===== src/hw/ppi_pkg.sv =====
/*
  Package for the programmable parallel port block: port addresses,
  control word field positions, reset values and mode codes.
  Assumes nothing of its surroundings.
*/
`default_nettype none
package ppi_pkg;
  localparam int PORT_W = 8;
  localparam int HALF_W = 4;
  localparam logic [1:0] ADDR_FIRST = 2'h0;
  localparam logic [1:0] ADDR_SECOND = 2'h1;
  localparam logic [1:0] ADDR_THIRD = 2'h2;
  localparam logic [1:0] ADDR_CTRL = 2'h3;
  localparam int CW_CMD_BIT = 7;
  localparam int CW_MODE_A_HI = 6;
  localparam int CW_MODE_A_LO = 5;
  localparam int CW_DIR_A_BIT = 4;
  localparam int CW_DIR_CU_BIT = 3;
  localparam int CW_MODE_B_BIT = 2;
  localparam int CW_DIR_B_BIT = 1;
  localparam int CW_DIR_CL_BIT = 0;
  localparam int BSR_SEL_HI = 3;
  localparam int BSR_SEL_LO = 1;
  localparam int BSR_VAL_BIT = 0;
  localparam logic [7:0] CTRL_RESET = 8'h9B;
  localparam logic [7:0] OUT_RESET = 8'h00;
  localparam logic [2:0] IRQ_BIT_A_IN = 3'h4;
  localparam logic [2:0] IRQ_BIT_A_OUT = 3'h6;
  localparam logic [2:0] IRQ_BIT_B = 3'h2;
  localparam logic [2:0] IRQ_OUT_A = 3'h3;
  localparam logic [2:0] IRQ_OUT_B = 3'h0;
  typedef enum logic [1:0] {MODE_BASIC, MODE_STROBED, MODE_BIDIR} port_mode_t;
endpackage
`default_nettype wire


===== src/hw/ppi_sync.sv =====
/*
  Two flip-flop synchroniser for a bus of asynchronous pins.
  Assumes one clock and an asynchronous active-high reset.
*/
`default_nettype none
module ppi_sync #(
  parameter int W = 8
) (
  input wire logic clk_in,
  input wire logic rst_in,
  input wire logic [W-1:0] d_in,
  output logic [W-1:0] q_out
);
  logic [W-1:0] meta_r;
  if (W < 1) begin : g_bad_width
    $error("synchroniser width must be positive");
  end
  always_ff @(posedge clk_in or posedge rst_in) begin
    if (rst_in) begin
      meta_r <= '0;
      q_out <= '0;
    end else begin
      meta_r <= d_in;
      q_out <= meta_r;
    end
  end
endmodule
`default_nettype wire


===== src/hw/ppi_core.sv =====
/*
  Programmable three-port parallel interface: host bus strobes, control
  word, mode 0 ports, port C bit set/reset and interrupt enable flags.
  Assumes host strobes and port pins are asynchronous; they are
  synchronised here. Pin tristate is resolved by the bench.
*/
// Operation
// [RULE1] Host holds select low; else bus floats
// [RULE2] Address picks port or control; no control reads
// [RULE3] Reset clears control, all ports input
// [RULE4] After reset all lines float until programmed
// [RULE5] Group A: port A, C upper; B: rest
// [RULE6] Control register write only, never read back
// [RULE7] Port A output latch and input latch; the code has no input latch, reads return live pins
// [RULE8] Port B output latch and input buffer
// [RULE9] Port C output latch, live pin reads
// [RULE10] Port C halves each own four-bit latch
// [RULE11] Three modes chosen by one write
// [RULE12] Ports A and B take modes independently
// [RULE13] Mode write clears all output registers
// [RULE14] One write sets or clears one C bit
// [RULE15] Bit set/reset reaches control lines too
// [RULE16] Interrupt requests gated by enable flags
// [RULE17] Enable flags cleared on reset, mode write
// [RULE18] Mode 0 writes latched straight to outputs
// [RULE19] Mode 0 input reads return live pins
// [RULE20] Bits 4,3,1,0 set directions, 1 input
// [RULE21] Bit 7 chooses mode word or bit command
// [RULE22] Bits 3-1 pick C bit, bit 0 value
`default_nettype none
module ppi_core
  import ppi_pkg::*;
(
  input wire logic SYS_CLK_IN,
  input wire logic RESET_IN,
  input wire logic CHIP_SEL_N_IN,
  input wire logic READ_N_IN,
  input wire logic WRITE_N_IN,
  input wire logic PORT_ADDR_BIT0_IN,
  input wire logic PORT_ADDR_BIT1_IN,
  input wire logic [ppi_pkg::PORT_W-1:0] HOST_BUS_LINES_IN,
  output logic [ppi_pkg::PORT_W-1:0] HOST_BUS_LINES_OUT,
  output logic HOST_BUS_LINES_OE_N_OUT,
  input wire logic [ppi_pkg::PORT_W-1:0] FIRST_PORT_LINES_IN,
  output logic [ppi_pkg::PORT_W-1:0] FIRST_PORT_LINES_OUT,
  output logic [ppi_pkg::PORT_W-1:0] FIRST_PORT_LINES_OE_N_OUT,
  input wire logic [ppi_pkg::PORT_W-1:0] SECOND_PORT_LINES_IN,
  output logic [ppi_pkg::PORT_W-1:0] SECOND_PORT_LINES_OUT,
  output logic [ppi_pkg::PORT_W-1:0] SECOND_PORT_LINES_OE_N_OUT,
  input wire logic [ppi_pkg::PORT_W-1:0] THIRD_PORT_LINES_IN,
  output logic [ppi_pkg::PORT_W-1:0] THIRD_PORT_LINES_OUT,
  output logic [ppi_pkg::PORT_W-1:0] THIRD_PORT_LINES_OE_N_OUT,
  output logic [2:0] IRQ_ENABLE_FLAG_OUT
);
  import ppi_pkg::*;

  localparam int BUS_W = 1 + 1 + 1 + 2 + PORT_W;

  logic [BUS_W-1:0] bus_raw;
  logic [BUS_W-1:0] bus_s;
  logic [PORT_W-1:0] pa_s;
  logic [PORT_W-1:0] pb_s;
  logic [PORT_W-1:0] pc_s;

  // Strobes enter inverted so the cleared synchroniser reads as idle
  assign bus_raw = {!CHIP_SEL_N_IN, !READ_N_IN, !WRITE_N_IN, PORT_ADDR_BIT1_IN,
                    PORT_ADDR_BIT0_IN, HOST_BUS_LINES_IN};

  ppi_sync #(.W(BUS_W)) u_bus_sync (
    .clk_in(SYS_CLK_IN),
    .rst_in(RESET_IN),
    .d_in(bus_raw),
    .q_out(bus_s)
  );
  ppi_sync #(.W(3 * PORT_W)) u_pin_sync (
    .clk_in(SYS_CLK_IN),
    .rst_in(RESET_IN),
    .d_in({FIRST_PORT_LINES_IN, SECOND_PORT_LINES_IN, THIRD_PORT_LINES_IN}),
    .q_out({pa_s, pb_s, pc_s})
  );

  logic cs_n;
  logic rd_n;
  logic wr_n;
  logic cs_s;
  logic rd_s;
  logic wr_s;
  logic [1:0] addr;
  logic [PORT_W-1:0] wdata;
  assign {cs_s, rd_s, wr_s, addr, wdata} = bus_s;
  assign cs_n = !cs_s;
  assign rd_n = !rd_s;
  assign wr_n = !wr_s;

  // Write commits on the trailing edge of the strobe, data still valid
  logic wr_active_r;
  logic [1:0] wr_addr_r;
  logic [PORT_W-1:0] wr_data_r;
  logic wr_fire;
  always_ff @(posedge SYS_CLK_IN or posedge RESET_IN) begin
    if (RESET_IN) begin
      wr_active_r <= 1'b0;
      wr_addr_r <= 2'h0;
      wr_data_r <= 8'h00;
    end else begin
      wr_active_r <= !cs_n && !wr_n;
      if (!cs_n && !wr_n) begin
        wr_addr_r <= addr;
        wr_data_r <= wdata;
      end
    end
  end
  assign wr_fire = wr_active_r && !(!cs_n && !wr_n);

  logic mode_wr;
  logic bsr_wr;
  assign mode_wr = wr_fire && wr_addr_r == ADDR_CTRL && wr_data_r[CW_CMD_BIT]; // RULE21
  assign bsr_wr = wr_fire && wr_addr_r == ADDR_CTRL && !wr_data_r[CW_CMD_BIT]; // RULE21

  // Control register; reset leaves every direction bit at input
  logic [PORT_W-1:0] ctrl_r;
  always_ff @(posedge SYS_CLK_IN or posedge RESET_IN) begin
    if (RESET_IN) begin
      ctrl_r <= CTRL_RESET; // RULE3
    end else if (mode_wr) begin
      ctrl_r <= wr_data_r; // RULE11
    end
  end

  function automatic port_mode_t mode_a(input logic [PORT_W-1:0] cw);
    if (cw[CW_MODE_A_HI]) return MODE_BIDIR;
    else if (cw[CW_MODE_A_LO]) return MODE_STROBED;
    else return MODE_BASIC;
  endfunction

  port_mode_t mode_a_s;
  port_mode_t mode_b_s;
  assign mode_a_s = mode_a(ctrl_r); // RULE12
  assign mode_b_s = ctrl_r[CW_MODE_B_BIT] ? MODE_STROBED : MODE_BASIC; // RULE12

  logic dir_a_in;
  logic dir_b_in;
  logic dir_cu_in;
  logic dir_cl_in;
  assign dir_a_in = ctrl_r[CW_DIR_A_BIT]; // RULE20
  assign dir_cu_in = ctrl_r[CW_DIR_CU_BIT]; // RULE20
  assign dir_b_in = ctrl_r[CW_DIR_B_BIT]; // RULE20
  assign dir_cl_in = ctrl_r[CW_DIR_CL_BIT]; // RULE20

  // Output latches, cleared on every mode word
  logic [PORT_W-1:0] pa_out_r;
  logic [PORT_W-1:0] pb_out_r;
  logic [HALF_W-1:0] pc_hi_r;
  logic [HALF_W-1:0] pc_lo_r;
  logic [2:0] bsr_sel;
  assign bsr_sel = wr_data_r[BSR_SEL_HI:BSR_SEL_LO];

  always_ff @(posedge SYS_CLK_IN or posedge RESET_IN) begin
    if (RESET_IN) begin
      pa_out_r <= OUT_RESET;
    end else if (mode_wr) begin
      pa_out_r <= OUT_RESET; // RULE13
    end else if (wr_fire && wr_addr_r == ADDR_FIRST) begin
      pa_out_r <= wr_data_r; // RULE7 RULE18
    end
  end

  always_ff @(posedge SYS_CLK_IN or posedge RESET_IN) begin
    if (RESET_IN) begin
      pb_out_r <= OUT_RESET;
    end else if (mode_wr) begin
      pb_out_r <= OUT_RESET; // RULE13
    end else if (wr_fire && wr_addr_r == ADDR_SECOND) begin
      pb_out_r <= wr_data_r; // RULE8 RULE18
    end
  end

  always_ff @(posedge SYS_CLK_IN or posedge RESET_IN) begin
    if (RESET_IN) begin
      pc_hi_r <= OUT_RESET[HALF_W-1:0];
    end else if (mode_wr) begin
      pc_hi_r <= OUT_RESET[HALF_W-1:0]; // RULE13
    end else if (bsr_wr && bsr_sel[2]) begin
      pc_hi_r[bsr_sel[1:0]] <= wr_data_r[BSR_VAL_BIT]; // RULE14 RULE15 RULE22
    end else if (wr_fire && wr_addr_r == ADDR_THIRD) begin
      pc_hi_r <= wr_data_r[PORT_W-1:HALF_W]; // RULE10
    end
  end

  always_ff @(posedge SYS_CLK_IN or posedge RESET_IN) begin
    if (RESET_IN) begin
      pc_lo_r <= OUT_RESET[HALF_W-1:0];
    end else if (mode_wr) begin
      pc_lo_r <= OUT_RESET[HALF_W-1:0]; // RULE13
    end else if (bsr_wr && !bsr_sel[2]) begin
      pc_lo_r[bsr_sel[1:0]] <= wr_data_r[BSR_VAL_BIT]; // RULE14 RULE15 RULE22
    end else if (wr_fire && wr_addr_r == ADDR_THIRD) begin
      pc_lo_r <= wr_data_r[HALF_W-1:0]; // RULE10
    end
  end

  // Interrupt enable flags: [2] A input, [1] A output, [0] B
  logic [2:0] irq_en_r;
  always_ff @(posedge SYS_CLK_IN or posedge RESET_IN) begin
    if (RESET_IN) begin
      irq_en_r <= 3'h0; // RULE17
    end else if (mode_wr) begin
      irq_en_r <= 3'h0; // RULE17
    end else if (bsr_wr) begin
      if (bsr_sel == IRQ_BIT_A_IN) irq_en_r[2] <= wr_data_r[BSR_VAL_BIT]; // RULE16
      if (bsr_sel == IRQ_BIT_A_OUT) irq_en_r[1] <= wr_data_r[BSR_VAL_BIT]; // RULE16
      if (bsr_sel == IRQ_BIT_B) irq_en_r[0] <= wr_data_r[BSR_VAL_BIT]; // RULE16
    end
  end

  // Handshaking modes drive request lines gated by the enable flags
  logic irq_req_a;
  logic irq_req_b;
  assign irq_req_a = (mode_a_s == MODE_STROBED && dir_a_in) ? irq_en_r[2] :
                     (mode_a_s == MODE_STROBED) ? irq_en_r[1] :
                     (mode_a_s == MODE_BIDIR) ? (irq_en_r[2] | irq_en_r[1]) : 1'b0;
  assign irq_req_b = (mode_b_s == MODE_STROBED) ? irq_en_r[0] : 1'b0;

  logic [PORT_W-1:0] pc_val;
  always_comb begin
    pc_val = {pc_hi_r, pc_lo_r};
    if (mode_a_s != MODE_BASIC) pc_val[IRQ_OUT_A] = irq_req_a; // RULE16
    if (mode_b_s != MODE_BASIC) pc_val[IRQ_OUT_B] = irq_req_b; // RULE16
  end

  logic [PORT_W-1:0] pc_oe_n;
  always_comb begin
    pc_oe_n = {{HALF_W{dir_cu_in}}, {HALF_W{dir_cl_in}}}; // RULE5
    if (mode_a_s != MODE_BASIC) pc_oe_n[IRQ_OUT_A] = 1'b0;
    if (mode_b_s != MODE_BASIC) pc_oe_n[IRQ_OUT_B] = 1'b0;
  end

  // Registered pin drivers; enables low drive the pin
  always_ff @(posedge SYS_CLK_IN or posedge RESET_IN) begin
    if (RESET_IN) begin
      FIRST_PORT_LINES_OUT <= OUT_RESET;
      SECOND_PORT_LINES_OUT <= OUT_RESET;
      THIRD_PORT_LINES_OUT <= OUT_RESET;
      FIRST_PORT_LINES_OE_N_OUT <= 8'hFF; // RULE4
      SECOND_PORT_LINES_OE_N_OUT <= 8'hFF; // RULE4
      THIRD_PORT_LINES_OE_N_OUT <= 8'hFF; // RULE4
      IRQ_ENABLE_FLAG_OUT <= 3'h0;
    end else begin
      FIRST_PORT_LINES_OUT <= pa_out_r;
      SECOND_PORT_LINES_OUT <= pb_out_r;
      THIRD_PORT_LINES_OUT <= pc_val;
      FIRST_PORT_LINES_OE_N_OUT <= {PORT_W{dir_a_in}}; // RULE5 RULE20
      SECOND_PORT_LINES_OE_N_OUT <= {PORT_W{dir_b_in}}; // RULE5 RULE20
      THIRD_PORT_LINES_OE_N_OUT <= pc_oe_n;
      IRQ_ENABLE_FLAG_OUT <= irq_en_r;
    end
  end

  // Read path: inputs are live pins, A and B outputs read their latch, port C always reads its pins
  logic rd_sel;
  logic [PORT_W-1:0] rd_val;
  assign rd_sel = !cs_n && !rd_n && addr != ADDR_CTRL; // RULE2 RULE6
  always_comb begin
    case (addr)
      ADDR_FIRST: rd_val = dir_a_in ? pa_s : pa_out_r; // RULE19
      ADDR_SECOND: rd_val = dir_b_in ? pb_s : pb_out_r; // RULE19
      ADDR_THIRD: rd_val = pc_s; // RULE9
      default: rd_val = 8'h00; // RULE6
    endcase
  end

  always_ff @(posedge SYS_CLK_IN or posedge RESET_IN) begin
    if (RESET_IN) begin
      HOST_BUS_LINES_OUT <= 8'h00;
      HOST_BUS_LINES_OE_N_OUT <= 1'b1;
    end else begin
      HOST_BUS_LINES_OUT <= rd_sel ? rd_val : 8'h00;
      HOST_BUS_LINES_OE_N_OUT <= !rd_sel; // RULE1
    end
  end
endmodule
`default_nettype wire


===== config.mk =====
export PLATFORM = sky130hd
export DESIGN_NAME = ppi_core
export DESIGN_NICKNAME = d
export VERILOG_FILES = /design/src/hw/ppi_pkg.sv /design/src/hw/ppi_sync.sv /design/src/hw/ppi_core.sv
export SDC_FILE = /design/constraint.sdc
export NUM_CORES = 1
export LEC_CHECK = 0
export BUFFER_PORTS_ARGS = -buffer_cell sky130_fd_sc_hd__buf_4
export CAP_MARGIN = 10
export CORE_MARGIN = 5
export CORE_UTILIZATION = 59
export CTS_CLUSTER_DIAMETER = 30
export DETAILED_ROUTE_END_ITERATION = 8
export PLACE_DENSITY_LB_ADDON = 0.1
export SYNTH_ARGS = -nofsm -noshare
export SYNTH_HDL_FRONTEND = slang
export SYNTH_SLANG_ARGS = --single-unit

===== constraint.sdc =====
create_clock -name SYS_CLK_IN -period 8.7 [get_ports SYS_CLK_IN]
set_input_delay 0.87 -clock SYS_CLK_IN [delete_from_list [all_inputs] [get_ports SYS_CLK_IN]]
set_output_delay 0.87 -clock SYS_CLK_IN [all_outputs]
set_load 0.05 [all_outputs]

=== Word-level counts from Yosys, hierarchy flattened ===
Index checks and enable logic that the tools add are counted.

* $add $sub $neg: 0
* $mul: 0
* Div/mod/pow operators: 0
* $lt $le $gt $ge: 2
* Equal/unequal tests: 12
* Shift operators: 0
* Multiplexer cells: 34
* Bitwise gates (word level): 1
* Reduce and logical (&&, ||, !) cells: 36

{| class="wikitable"
|+ Operators with widths
! operator !! number
|-
| $mux W8 || 7
|-
| $mux W4 || 6
|-
| $pmux W8 S3 || 1
|-
| $reduce_bool A2 Y1 || 8
|-
| $logic_and A1 B1 Y1 || 14
|-
| $mux W1 || 14
|-
| $bwmux W4 || 2
|-
| $eq A2 B2 Y1 const B || 4
|-
| $logic_not A1 Y1 || 7
|-
| $eq A2 B1 Y1 const B || 3
|-
| $eq A3 B3 Y1 const B || 2
|-
| $mux W3 || 2
|-
| $reduce_and A2 Y1 || 3
|-
| $reduce_bool A3 Y1 || 2
|-
| $logic_not A2 Y1 || 2
|-
| $eq A3 B2 Y1 const B || 1
|-
| $lt A2 B3 Y1 const B || 1
|-
| $demux W1 S2 || 1
|-
| $ge A2 B1 Y1 const B || 1
|-
| $mux W2 || 1
|-
| $ne A2 B2 Y1 const B || 1
|-
| $eq A1 B1 Y1 const B || 1
|-
| $or A1 B1 Y1 || 1
|}

* Register bits after elaboration: 162
* Bits in latches: 0
* RAM bits: 0
* ROM bits: 0
* Input bits: 39
* Output and inout bits: 60
* Word-level logic and storage cells: 109
* Memories: 0

=== Logic depth before layout (Yosys ltp) ===
Gate-level depths: netlist of run 1.

* Depth in word-level cells: 8
* Mapped depth: 7
* Gate-level depth less buffers: 4

=== By module ===
From an unflattened synthesis of run 1, not the netlist that was laid out.

* Cells, all modules: 403
* Area, all modules: 5594.1 um^2

{| class="wikitable"
|+ Modules (own cells, without submodules)
! module !! instances !! cells an instance !! area each (um^2) !! seq. area each (um^2)
|-
| ppi_core || 1 || 327 || 3734.8 || 2190.9
|-
| ppi_sync (u_pin_sync) || 1 || 49 || 1204.9 || 1201.2
|-
| ppi_sync (u_bus_sync) || 1 || 27 || 654.4 || 650.6
|}

=== Worst setup path before layout of run 1 ===
OpenSTA, ideal clock, no wires.

* Path kind: flip-flop to output port
* Start: register, netlist name FIRST_PORT_LINES_OE_N_OUT[0]
* End: output port FIRST_PORT_LINES_OE_N_OUT[1] (netlist name)
* Data arrival time: 981 ps
* Required time: 7830 ps
* Setup slack: 6849 ps
* Stages on the path, launching flop included: 2
* Buffers on the path: 1
* Cells stage by stage: dfstp_2 > buf_4

{| class="wikitable"
|+ RTL lines
! what !! RTL line !! RTL
|-
| end, declared || ppi_core.sv:46 || <nowiki>output logic [ppi_pkg::PORT_W-1:0] FIRST_PORT_LINES_OE_N_OUT,</nowiki>
|}

No word-level cell between the ends.

=== Worst setup path in the final report of run 1 ===
* Start: register, netlist name FIRST_PORT_LINES_OE_N_OUT[0]
* End: output port FIRST_PORT_LINES_OE_N_OUT[3] (netlist name)

No word-level cell between the ends.

==> summary.md, run 1 <==
| Metric | Value |
|---|---|
| Pre-antenna DRT Iters | `4` |
| Crit-path cells | `buf_4` |
| TritonCTS clock tree | `done` |
| Critical path buffers and inverters | `1` |
| Hold endpoint | `u_pin_sync.q_out[2]$_DFF_PP0_` |
| Final Hold Viols | `0` |
| FF+latch area | `4040 sq um` |
| GRT Residual Overflow | `0` |
| Routed WL | `10.3 mm` |
| CTS root buf | `clkbuf_8` |
| Post-synth top cells | `150 x dfrtp_1, 29 x nand2_1, 28 x mux2i_1` |
| N_diodes | `0` |
| Yosys reg bits | `161` |
| Hold WC Path Type | `register to register` |
| Area of the core | `9200 sq um` |
| Global router's overall resource usage | `19.9%` |
| Final Wtd Congestion | `0.857` |
| Worst r2r src | `u_bus_sync.q_out[12]$_DFF_PP0_` |
| Pre-CTS setup slack | `6.23 ns` |
| H-tree depth | `4` |
| Layout cells sized above 1 | `34.4%` |
| Crit path DAT | `1.32 ns` |
| Endpoints failing setup | `0` |
| Vias post-DR | `3213` |
| Rows | `35` |
| Crit-path max cell delay | `0.59 ns` |
| Clock latency on the worst-skew pair | `0.52 ns` |
| Post-CTS Resized | `0` |
| Yosys top cell area share | `68.0%` |
| CP max FO | `8` |
| Setup Fix Bufs, Post-CTS | `0` |
| IO Pins | `99` |
| Max-cap viol count | `0` |
| Rel. slew slack | `44.2%` |
| Hold Slack | `0.348 ns` |
| Mapped cell area | `5520 sq um` |
| Static Leakage | `3.22 nW` |
| RR Endpoint | `pc_lo_r[0]$_DFFE_PP0P_` |
| Die area | `11400 sq um` |
| Reg2Reg Setup Slack | `6.68 ns` |
| First-pass GRT wire length | `17.2 mm` |
| Distinct cells, synth | `40` |
| Fillcell total | `592` |
| Startpoint class of the critical path | `register` |
| CTS Buf Count | `17` |
| Hpwl dp | `6.71 mm` |
| Starting Density | `60.1%` |
| Post-route cell area | `6780 sq um` |
| Worst R2R Path Depth | `4` |
| Vias per cell | `5.41` |
| Period utilization | `25.2%` |
| Most common cell in the synthesized netlist | `dfrtp_1` |
| Final Max Slew Viols | `0` |
| Critical setup path kind | `register to primary output` |
| Sink Count | `161` |
| Post-DRT Antenna Nets | `0` |
| Post-Syn Nets | `424` |
| Clk pin slew, worst setup/hold paths | `0.07 ns` |
| Power per Cell Area | `324 nW/um^2` |
| TNS Setup | `0 ns` |
| Largest net degree at the start of global routing | `93` |
| Layout net count | `509` |
| Drt first-iter violations | `142` |
| Vias in the first global route | `3375` |
| Multi-input logic area | `1220 sq um` |
| Max frequency | `0.456 GHz` |
| Placed inst area | `6200 sq um` |
| Hold_buf cts | `0` |
| Worst endpoint required time | `7.83 ns` |
| Number of flops mapped to enable cells by yosys | `0` |
| Top_reg_cell synth | `dfrtp_1` |
| Period minus WS final | `2.19 ns` |
| Worst-margin pin slew | `0.837 ns` |
| Port Buffers | `98` |
| Remaining DRCs | `0` |
| Die W | `107 um` |
| Die Y | `107 um` |
| Critical path startpoint | `FIRST_PORT_LINES_OE_N_OUT[0]$_DFF_PP1_` |
| Crit. End Element | `primary output` |
| Synthesized instance count | `385` |
| Crit-path slowest cell | `dfstp_2` |
| Fin worst setup slack | `6.51 ns` |
| DR WL/cell | `17.4 um` |
| Post-synth top area cell | `dfrtp_1` |
| Kind of cell adding the most delay to the critical path | `flip-flops` |
| Synth top area cells | `dfrtp_1 68%, dfstp_2 5.2%, mux2i_1 5.1%, mux2_2 3.7%, buf_4 2.6%` |
| Overall power | `2.19 mW` |
| Syn. warnings | `0` |
| Seq/Total Area, Yosys | `73.2%` |
| Initial antenna violation count | `0` |
| Clk_skew | `0.0152 ns` |
| Asr flop ratio synth | `100%` |
| Syn Area/Cell | `14.3 sq um` |
| Min-delay src | `u_pin_sync.meta_r[2]$_DFF_PP0_` |
| Hold depth | `0` |
| RSZ-0062 raised after global routing | `false` |
| Clock Tree Buf Depth | `2` |
| Peak supply drop | `0.000159 V` |
| Area delta synth->final | `22.7%` |
| Outcome | `complete, no violations` |
==> final cells by class <==
type                    instances  area share (%)
repair buffers                 99            11.0
clock inverters                14            2.29
clock buffers                  18            6.17
flip-flops and latches        161            59.6
inverters                      14           0.849
multi-input cells             177            18.0
well taps                     111            2.05
==> worst max path at each step <==
| stage | end | slack (ns) | depth (start not counted) |
|---|---|---|---|
| floorplan | FIRST_PORT_LINES_OUT[0]$_DFF_PP0_ | 3.50 | 1 |
| global placement | u_pin_sync.q_out[1]$_DFF_PP0_ | 6.28 | 3 |
| detailed placement | u_bus_sync.q_out[10]$_DFF_PP0_ | 6.23 | 3 |
| CTS | FIRST_PORT_LINES_OE_N_OUT[3] | 6.48 | 1 |
| global route | SECOND_PORT_LINES_OE_N_OUT[7] | 6.44 | 1 |
| finish | FIRST_PORT_LINES_OE_N_OUT[3] | 6.51 | 1 |
==> through the flow <==
stage          util, %  cells
4_1_cts           73.7    594
2_1_floorplan        -    385
3_5_place_dp      67.5    562
5_1_grt           73.7    594
3_3_place_gp      67.5    562
6_report          73.7    594
==> sequential cells by signal (all words and copies together), names as in the netlist, 3 cells and up <==
signal and count:
THIRD_PORT_LINES_OE_N_OUT 4, wr_data_r 8, SECOND_PORT_LINES_OUT 8, u_pin_sync.q_out 24, HOST_BUS_LINES_OUT 8, IRQ_ENABLE_FLAG_OUT 3
pa_out_r 8, THIRD_PORT_LINES_OUT 8, u_bus_sync.q_out 13, u_bus_sync.meta_r 13, FIRST_PORT_LINES_OUT 8, pc_lo_r 4
ctrl_r 7, irq_en_r 3, pc_hi_r 4, pb_out_r 8, u_pin_sync.meta_r 24
==> cells in the final DEF, fill, tap and decap left out, types with 4 or more instances in the layout <==
cell,count
inv_6,5
dfstp_2,11
nor3_1,4
dfrtp_1,150
clkinvlp_4,4
inv_1,12
mux2_2,18
nor2_1,18
o22a_1,8
nand2_1,29
mux2i_1,28
nand4_1,4
o31ai_1,5
buf_4,99
nor2b_1,4
o21ai_0,27
nand3_1,6
clkbuf_16,16
==> per-layer routing <==
metal | routed length, um | GRT usage (%) | vias to the layer above
met3 | 734 | 6.98 | 19
li1 | - | - | 1466
met1 | 4570 | 27.7 | 1594
met5 | 0 | 0 | -
met4 | 159 | 5.84 | 0
met2 | 4880 | 30.1 | 134
==> cells by family after synthesis <==
family,after synthesis,synth area share [%]
flops,161,73.2
buf+inv,47,4.69
mux,46,8.74
simple gates,76,6.61
compound gates,55,6.77
==> report_power, final <==
group	switching, mW	total, mW	internal, mW
Combinational	0.348	0.519	0.171
Sequential	0.0894	0.965	0.875
Clock	0.298	0.711	0.413
Total	0.736	2.19	1.46
==> worst reg2reg max path: stages (launching register included) <==
cell,delay [ns]
dfrtp_1,0.44
a21boi_4,0.28
nand4_1,0.53
and2_1,0.40
mux2_2,0.26
(Power assumes the default switching activity.)
==> inputs of run 2 (changes only) <==
--- a/config.mk
+++ b/config.mk
@@ -5,10 +5,11 @@
 export SDC_FILE = /design/constraint.sdc
 export NUM_CORES = 1
 export LEC_CHECK = 0
+export ABC_AREA = 1
 export BUFFER_PORTS_ARGS = -buffer_cell sky130_fd_sc_hd__buf_4
 export CAP_MARGIN = 10
 export CORE_MARGIN = 5
-export CORE_UTILIZATION = 59
+export CORE_UTILIZATION = 55
 export CTS_CLUSTER_DIAMETER = 30
 export DETAILED_ROUTE_END_ITERATION = 8
 export PLACE_DENSITY_LB_ADDON = 0.1
==> constraint.sdc (replaced) <==
create_clock -name SYS_CLK_IN -period 2.2 [get_ports SYS_CLK_IN]
set_input_delay 0.22 -clock SYS_CLK_IN [delete_from_list [all_inputs] [get_ports SYS_CLK_IN]]
set_output_delay 0.22 -clock SYS_CLK_IN [all_outputs]
set_load 0.05 [all_outputs]
==> run 2 against run 1 <==
Against the previous run: sequential share of layout area shrank 4.7 points; combinational power grew to 4.5 times the previous value; routed wire length grew 8.8%; die area grew 8.0%; highest routed layer unchanged; critical path depth grew 4; first-iteration DRC count grew 58%; synthesized area grew 1.5%.
==> summary.md, run 2 <==
| Metric | Value |
|---|---|
| Outcome | `complete, no violations` |
| TNS Setup | `0 ns` |
| Drt first-iter violations | `225` |
| RSZ-0062 raised after global routing | `false` |
| Clock Tree Buf Depth | `2` |
| Max frequency | `0.595 GHz` |
| Period utilization | `76.4%` |
| Clock latency on the worst-skew pair | `0.54 ns` |
| Clk pin slew, worst setup/hold paths | `0.06 ns` |
| Die area | `12300 sq um` |
| DR WL/cell | `14.9 um` |
| Vias in the first global route | `3791` |
| Post-synth top area cell | `dfrtp_1` |
| Layout cells sized above 1 | `25.8%` |
| Crit path capture | `HOST_BUS_LINES_OUT[7]$_DFF_PP0_` |
| Post-DRT Antenna Nets | `0` |
| CTS root buf | `clkbuf_8` |
| Startpoint class of the critical path | `register` |
| Die Y | `111 um` |
| Critical setup path kind | `register to register` |
| Asr flop ratio synth | `100%` |
| Hpwl dp | `7.19 mm` |
| Synth top area cells | `dfrtp_1 67%, nand2_1 6.4%, dfstp_2 5.2%, inv_1 3.3%, buf_4 2.8%` |
| TritonCTS clock tree | `done` |
| Area of the core | `9860 sq um` |
| CTS Buf Count | `17` |
| Final Hold Viols | `0` |
| Crit. End Element | `register` |
| Mapped cell area | `5610 sq um` |
| Largest net degree at the start of global routing | `93` |
| Port Buffers | `98` |
| Initial antenna violation count | `0` |
| Yosys reg bits | `161` |
| Worst-margin pin slew | `0.598 ns` |
| Post-synth top cells | `150 x dfrtp_1, 96 x nand2_1, 49 x inv_1` |
| Pre-antenna DRT Iters | `4` |
| Post-route cell area | `7360 sq um` |
| Most frequent cells in the layout | `150 x dfrtp_1, 98 x buf_4, 96 x nand2_1` |
| Reg2Reg Setup Slack | `0.52 ns` |
| Area delta synth->final | `31.3%` |
| Largest regs | `u_pin_sync.meta_r x24, u_pin_sync.q_out x24` |
| Remaining DRCs | `0` |
| Commonest non-fill, non-tap cell in the layout | `dfrtp_1` |
| Final Wtd Congestion | `0.822` |
| Peak supply drop | `0.000981 V` |
| Routed WL | `11.3 mm` |
| Most common cell in the synthesized netlist | `dfrtp_1` |
| Layout net count | `649` |
| Vias per cell | `4.85` |
| Critical path startpoint | `ctrl_r[4]$_DFFE_PP1P_` |
| Worst endpoint required time | `2.62 ns` |
| Final Max Slew Viols | `0` |
| N_diodes | `0` |
| Distinct cells, synth | `29` |
| Placed inst area | `6340 sq um` |
| First-pass GRT wire length | `18.8 mm` |
| Layout Utilization | `74.6%` |
| Static Leakage | `3.68 nW` |
| Clk_skew | `0.0105 ns` |
| H-tree depth | `4` |
| Worst R2R Path Depth | `5` |
| Yosys top cell area share | `66.9%` |
| Rows | `36` |
| Synthesized instance count | `482` |
| Top_reg_cell synth | `dfrtp_1` |
| IO Pins | `99` |
| Die W | `111 um` |
| Hold WC Path Type | `primary input to async pin` |
| Post-CTS Resized | `0` |
| Global router's overall resource usage | `19.7%` |
| Seq/Total Area, Yosys | `72.1%` |
| Number of flops mapped to enable cells by yosys | `0` |
| Setup Fix Bufs, Post-CTS | `0` |
| Rel. slew slack | `60.0%` |
| Syn. warnings | `0` |
| Starting Density | `56.8%` |
| Vias post-DR | `3666` |
| Syn Area/Cell | `11.6 sq um` |
| Max-cap viol count | `0` |
| Sink Count | `161` |
| RR Endpoint | `HOST_BUS_LINES_OUT[7]$_DFF_PP0_` |
| Crit path DAT | `2.10 ns` |
| Power per Cell Area | `1270 nW/um^2` |
| GRT Residual Overflow | `0` |
| Overall power | `9.32 mW` |
| CP max FO | `17` |
| Hold_buf cts | `38` |
| Period minus WS final | `1.68 ns` |
| Worst r2r src | `ctrl_r[4]$_DFFE_PP1P_` |
| Post-Syn Nets | `521` |
| Endpoints failing setup | `0` |
==> run 2: cell count changes in the layout (fill, tap and decap cells not counted), sizes merged, moves of 13 or more <==
cell         change
a21oi           +22
inv             +38
nor2            +13
mux2i           -28
dlygate4sd3     +38
nand3           +16
mux2            -18
nand2           +72
==> run 2: worst max-delay path, cell delays in order, from the launching register on <==
cell	delay (ns)
dfstp_2	0.55
clkinv_1	0.36
o21ai_0	0.32
a21oi_1	0.06
o21ai_0	0.21
inv_1	0.07
==> run 2: kinds of logic after synthesis <==
kind of cell | Yosys count | share of synthesized area, %
buffers and inverters | 83 | 7.41
AND/OR/NAND/NOR | 165 | 13.3
flip-flops | 161 | 72.1
AO/OA/AOI/OAI | 73 | 7.16
==> run 2: routing by layer <==
metal | wire length, um | track usage, %
met1 | 4850 | 25.3
met2 | 5500 | 31.3
met3 | 695 | 5.79
met4 | 209 | 8.70
met5 | 0 | 0
==> run 2: worst min path at each step <==
| stage | from | end | slack, ns | depth (start not counted) |
|---|---|---|---|---|
| floorplan | HOST_BUS_LINES_IN[0] | u_bus_sync.meta_r[0]$_DFF_PP0_ | 0.25 | 0 |
| global placement | RESET_IN | u_pin_sync.meta_r[5]$_DFF_PP0_ | 0.24 | 2 |
| detailed placement | RESET_IN | u_pin_sync.meta_r[5]$_DFF_PP0_ | 0.24 | 2 |
| CTS | RESET_IN | u_pin_sync.meta_r[5]$_DFF_PP0_ | 0.22 | 3 |
| global route | RESET_IN | u_pin_sync.meta_r[5]$_DFF_PP0_ | 0.29 | 3 |
| finish | RESET_IN | u_pin_sync.meta_r[5]$_DFF_PP0_ | 0.26 | 3 |
==> run 2: through the flow <==
stage,instances,hold slack (ns),setup slack (ns)
floorplan,482,0.251,-0.0538
global placement,686,0.235,0.640
detailed placement,686,0.241,0.552
CTS,756,0.225,0.533
global route,756,0.291,0.439
finish,756,0.263,0.520
==> run 2: power breakdown <==
part / leakage, nW / switching [mW] / total, mW / internal [mW]
logic: 1.43 / 1.64 / 2.33 / 0.685
registers: 1.94 / 0.327 / 3.83 / 3.50
clock network: 0.308 / 1.16 / 3.17 / 2.01
==> run 2: area by class of cell <==
| type | instances | area, sq um |
|---|---|---|
| Clock inverter | 11 | 201 |
| Clock buffer | 21 | 439 |
| Sequential cell | 161 | 4040 |
| Tap cell | 133 | 166 |
| Fill cell | 632 | 2500 |
| Timing Repair Buffer | 138 | 1160 |
| Inverter | 54 | 209 |
| Multi-Input combinational cell | 238 | 1150 |
==> inputs of run 3 (changes only) <==
--- a/config.mk
+++ b/config.mk
@@ -9,7 +9,7 @@
 export BUFFER_PORTS_ARGS = -buffer_cell sky130_fd_sc_hd__buf_4
 export CAP_MARGIN = 10
 export CORE_MARGIN = 5
-export CORE_UTILIZATION = 55
+export CORE_UTILIZATION = 49
 export CTS_CLUSTER_DIAMETER = 30
 export DETAILED_ROUTE_END_ITERATION = 8
 export PLACE_DENSITY_LB_ADDON = 0.1
==> constraint.sdc (replaced) <==
create_clock -name SYS_CLK_IN -period 1.5 [get_ports SYS_CLK_IN]
set_input_delay 0.15 -clock SYS_CLK_IN [delete_from_list [all_inputs] [get_ports SYS_CLK_IN]]
set_output_delay 0.15 -clock SYS_CLK_IN [all_outputs]
set_load 0.05 [all_outputs]
==> run 3 against run 2 <==
Against the previous run: routed wire length decreased by 1.9%; non-clock buffer count is 9 higher; clock power rose by 39%; first-iteration DRC count rose by 17%; largest power group unchanged.
==> summary.md, run 3 (synthesized netlist as in run 2, its figures left out) <==
| Metric | Value |
|---|---|
| Outcome | `complete, no violations` |
| CTS root buf | `clkbuf_16` |
| Placed cell count | `704` |
| Crit-path slowest cell | `dfstp_2` |
| Final Hold Viols | `0` |
| Vias in the first global route | `3761` |
| Crit-path cells | `inv_1, o21ai_0, nand2_1, o21ai_0, inv_1` |
| N_diodes | `0` |
| CP max FO | `15` |
| Clock latency on the worst-skew pair | `0.42 ns` |
| Area delta synth->final | `32.8%` |
| Port Buffers | `98` |
| Rel. slew slack | `69.8%` |
| Post-DRT Antenna Nets | `0` |
| Max frequency | `0.726 GHz` |
| Die Y | `117 um` |
| H-tree depth | `4` |
| Period minus WS final | `1.38 ns` |
| Clk_skew | `0.00572 ns` |
| Static Leakage | `3.71 nW` |
| Crit path DAT | `1.68 ns` |
| Sink Count | `161` |
| Global router's overall resource usage | `17.6%` |
| Worst-margin pin slew | `0.453 ns` |
| DR WL/cell | `14.2 um` |
| Fillcell total | `877` |
| Most frequent cells in the layout | `150 x dfrtp_1, 106 x buf_4, 95 x nand2_1` |
| Hold WC Path Type | `register to register` |
| Critical setup path kind | `register to register` |
| Layout cells sized above 1 | `27.4%` |
| Startpoint class of the critical path | `register` |
| Clk pin slew, worst setup/hold paths | `0.06 ns` |
| Largest net degree at the start of global routing | `91` |
| TNS Setup | `0 ns` |
| Period utilization | `91.8%` |
| Layout net count | `658` |
| Vias post-DR | `3678` |
| Post-route cell area | `7440 sq um` |
| RSZ-0062 raised after global routing | `true` |
| Crit-path max cell delay | `0.57 ns` |
| Routed WL | `11.0 mm` |
| Rows | `39` |
| Commonest non-fill, non-tap cell in the layout | `dfrtp_1` |
| Final Wtd Congestion | `0.905` |
| Peak supply drop | `0.00139 V` |
| Largest regs | `u_pin_sync.meta_r x24, u_pin_sync.q_out x24` |
| Worst endpoint required time | `1.80 ns` |
| Die area | `13700 sq um` |
| GRT Residual Overflow | `0` |
| Remaining DRCs | `0` |
| Reg2Reg Setup Slack | `0.12 ns` |
| Drt first-iter violations | `264` |
| Die W | `117 um` |
| Starting Density | `49.5%` |
| CTS Buf Count | `17` |
| Hpwl dp | `7.28 mm` |
| Max-cap viol count | `0` |
| Clock Tree Buf Depth | `2` |
| Placed inst area | `6430 sq um` |
| Non-filler cells in the finished layout | `775` |
| IO Pins | `99` |
| Fin worst setup slack | `0.123 ns` |
| Final Max Slew Viols | `0` |
| Endpoints failing setup | `0` |
| Crit. End Element | `register` |
| Vias per cell | `4.75` |
| Area of the core | `11300 sq um` |
| Power per Cell Area | `1810 nW/um^2` |
| Initial antenna violation count | `0` |
| TritonCTS clock tree | `done` |
| Pre-antenna DRT Iters | `4` |
| First-pass GRT wire length | `18.1 mm` |
| Pre-CTS setup slack | `0.127 ns` |
run 3: path summary, 6_finish.rpt:
| path | startpoint | end | depth (start not counted) |
|---|---|---|---|
| worst max-delay path | ctrl_r[1]$_DFFE_PP1P_ | HOST_BUS_LINES_OUT[7]$_DFF_PP0_ | 5 |
| worst min-delay path | u_pin_sync.meta_r[12]$_DFF_PP0_ | u_pin_sync.q_out[12]$_DFF_PP0_ | 0 |
| worst max register to register | ctrl_r[1]$_DFFE_PP1P_ | HOST_BUS_LINES_OUT[7]$_DFF_PP0_ | 5 |
| worst min register to register | u_pin_sync.meta_r[12]$_DFF_PP0_ | u_pin_sync.q_out[12]$_DFF_PP0_ | 0 |
| max in group asynchronous | RESET_IN | ctrl_r[3]$_DFFE_PP1P_ | 4 |
| min in group asynchronous | RESET_IN | u_pin_sync.meta_r[8]$_DFF_PP0_ | 4 |
run 3: area by class of cell:
type	count	area (sq um)	share of cell area [%]
Sequential cell	161	4040	54.3
Timing Repair Buffer	147	1240	16.6
Multi-Input combinational cell	238	1160	15.6
Clock buffer	21	460	6.19
Inverter	54	211	2.84
Tap cell	143	179	2.40
Clock inverter	11	153	2.05
run 3: critical path, delay by kind of cell, from the launching register on:
family / cells / cell delay [ns]
simple gates: 1 / 0.06
flops: 1 / 0.57
buf+inv: 2 / 0.28
compound gates: 2 / 0.36
run 3: repair_timing:
| item | in CTS | in global routing |
|---|---|---|
| resized for setup | 0 | 4 |
| hold endpoints to repair | 187 | 0 |
| hold buffers | 38 | 0 |
| buffers inserted | 0 | 1 |
| setup endpoints to repair | 0 | 8 |
run 3: through the flow:
step	power, mW	utilization, %	hold WS [ns]
global placement	9.03	56.8	0.259
CTS	13.6	65.6	0.348
global route	14.1	65.7	0.352
floorplan	8.08	-	0.181
detailed placement	9.07	56.8	0.260
finish	13.5	65.7	0.343
run 3: per-layer routing:
metal	track usage, %	wire length [um]	vias up
met5	0	0	-
met4	7.72	247	0
met2	28.3	5310	110
met1	22.9	4750	1749
met3	4.58	740	18
li1	-	-	1801
run 3: power breakdown:
group	internal (mW)	leakage [nW]	switching, mW	total [mW]
Combinational	1.04	1.48	2.42	3.46
Sequential	5.13	1.94	0.478	5.61
Clock	2.72	0.291	1.69	4.41
Total	8.90	3.71	4.59	13.5
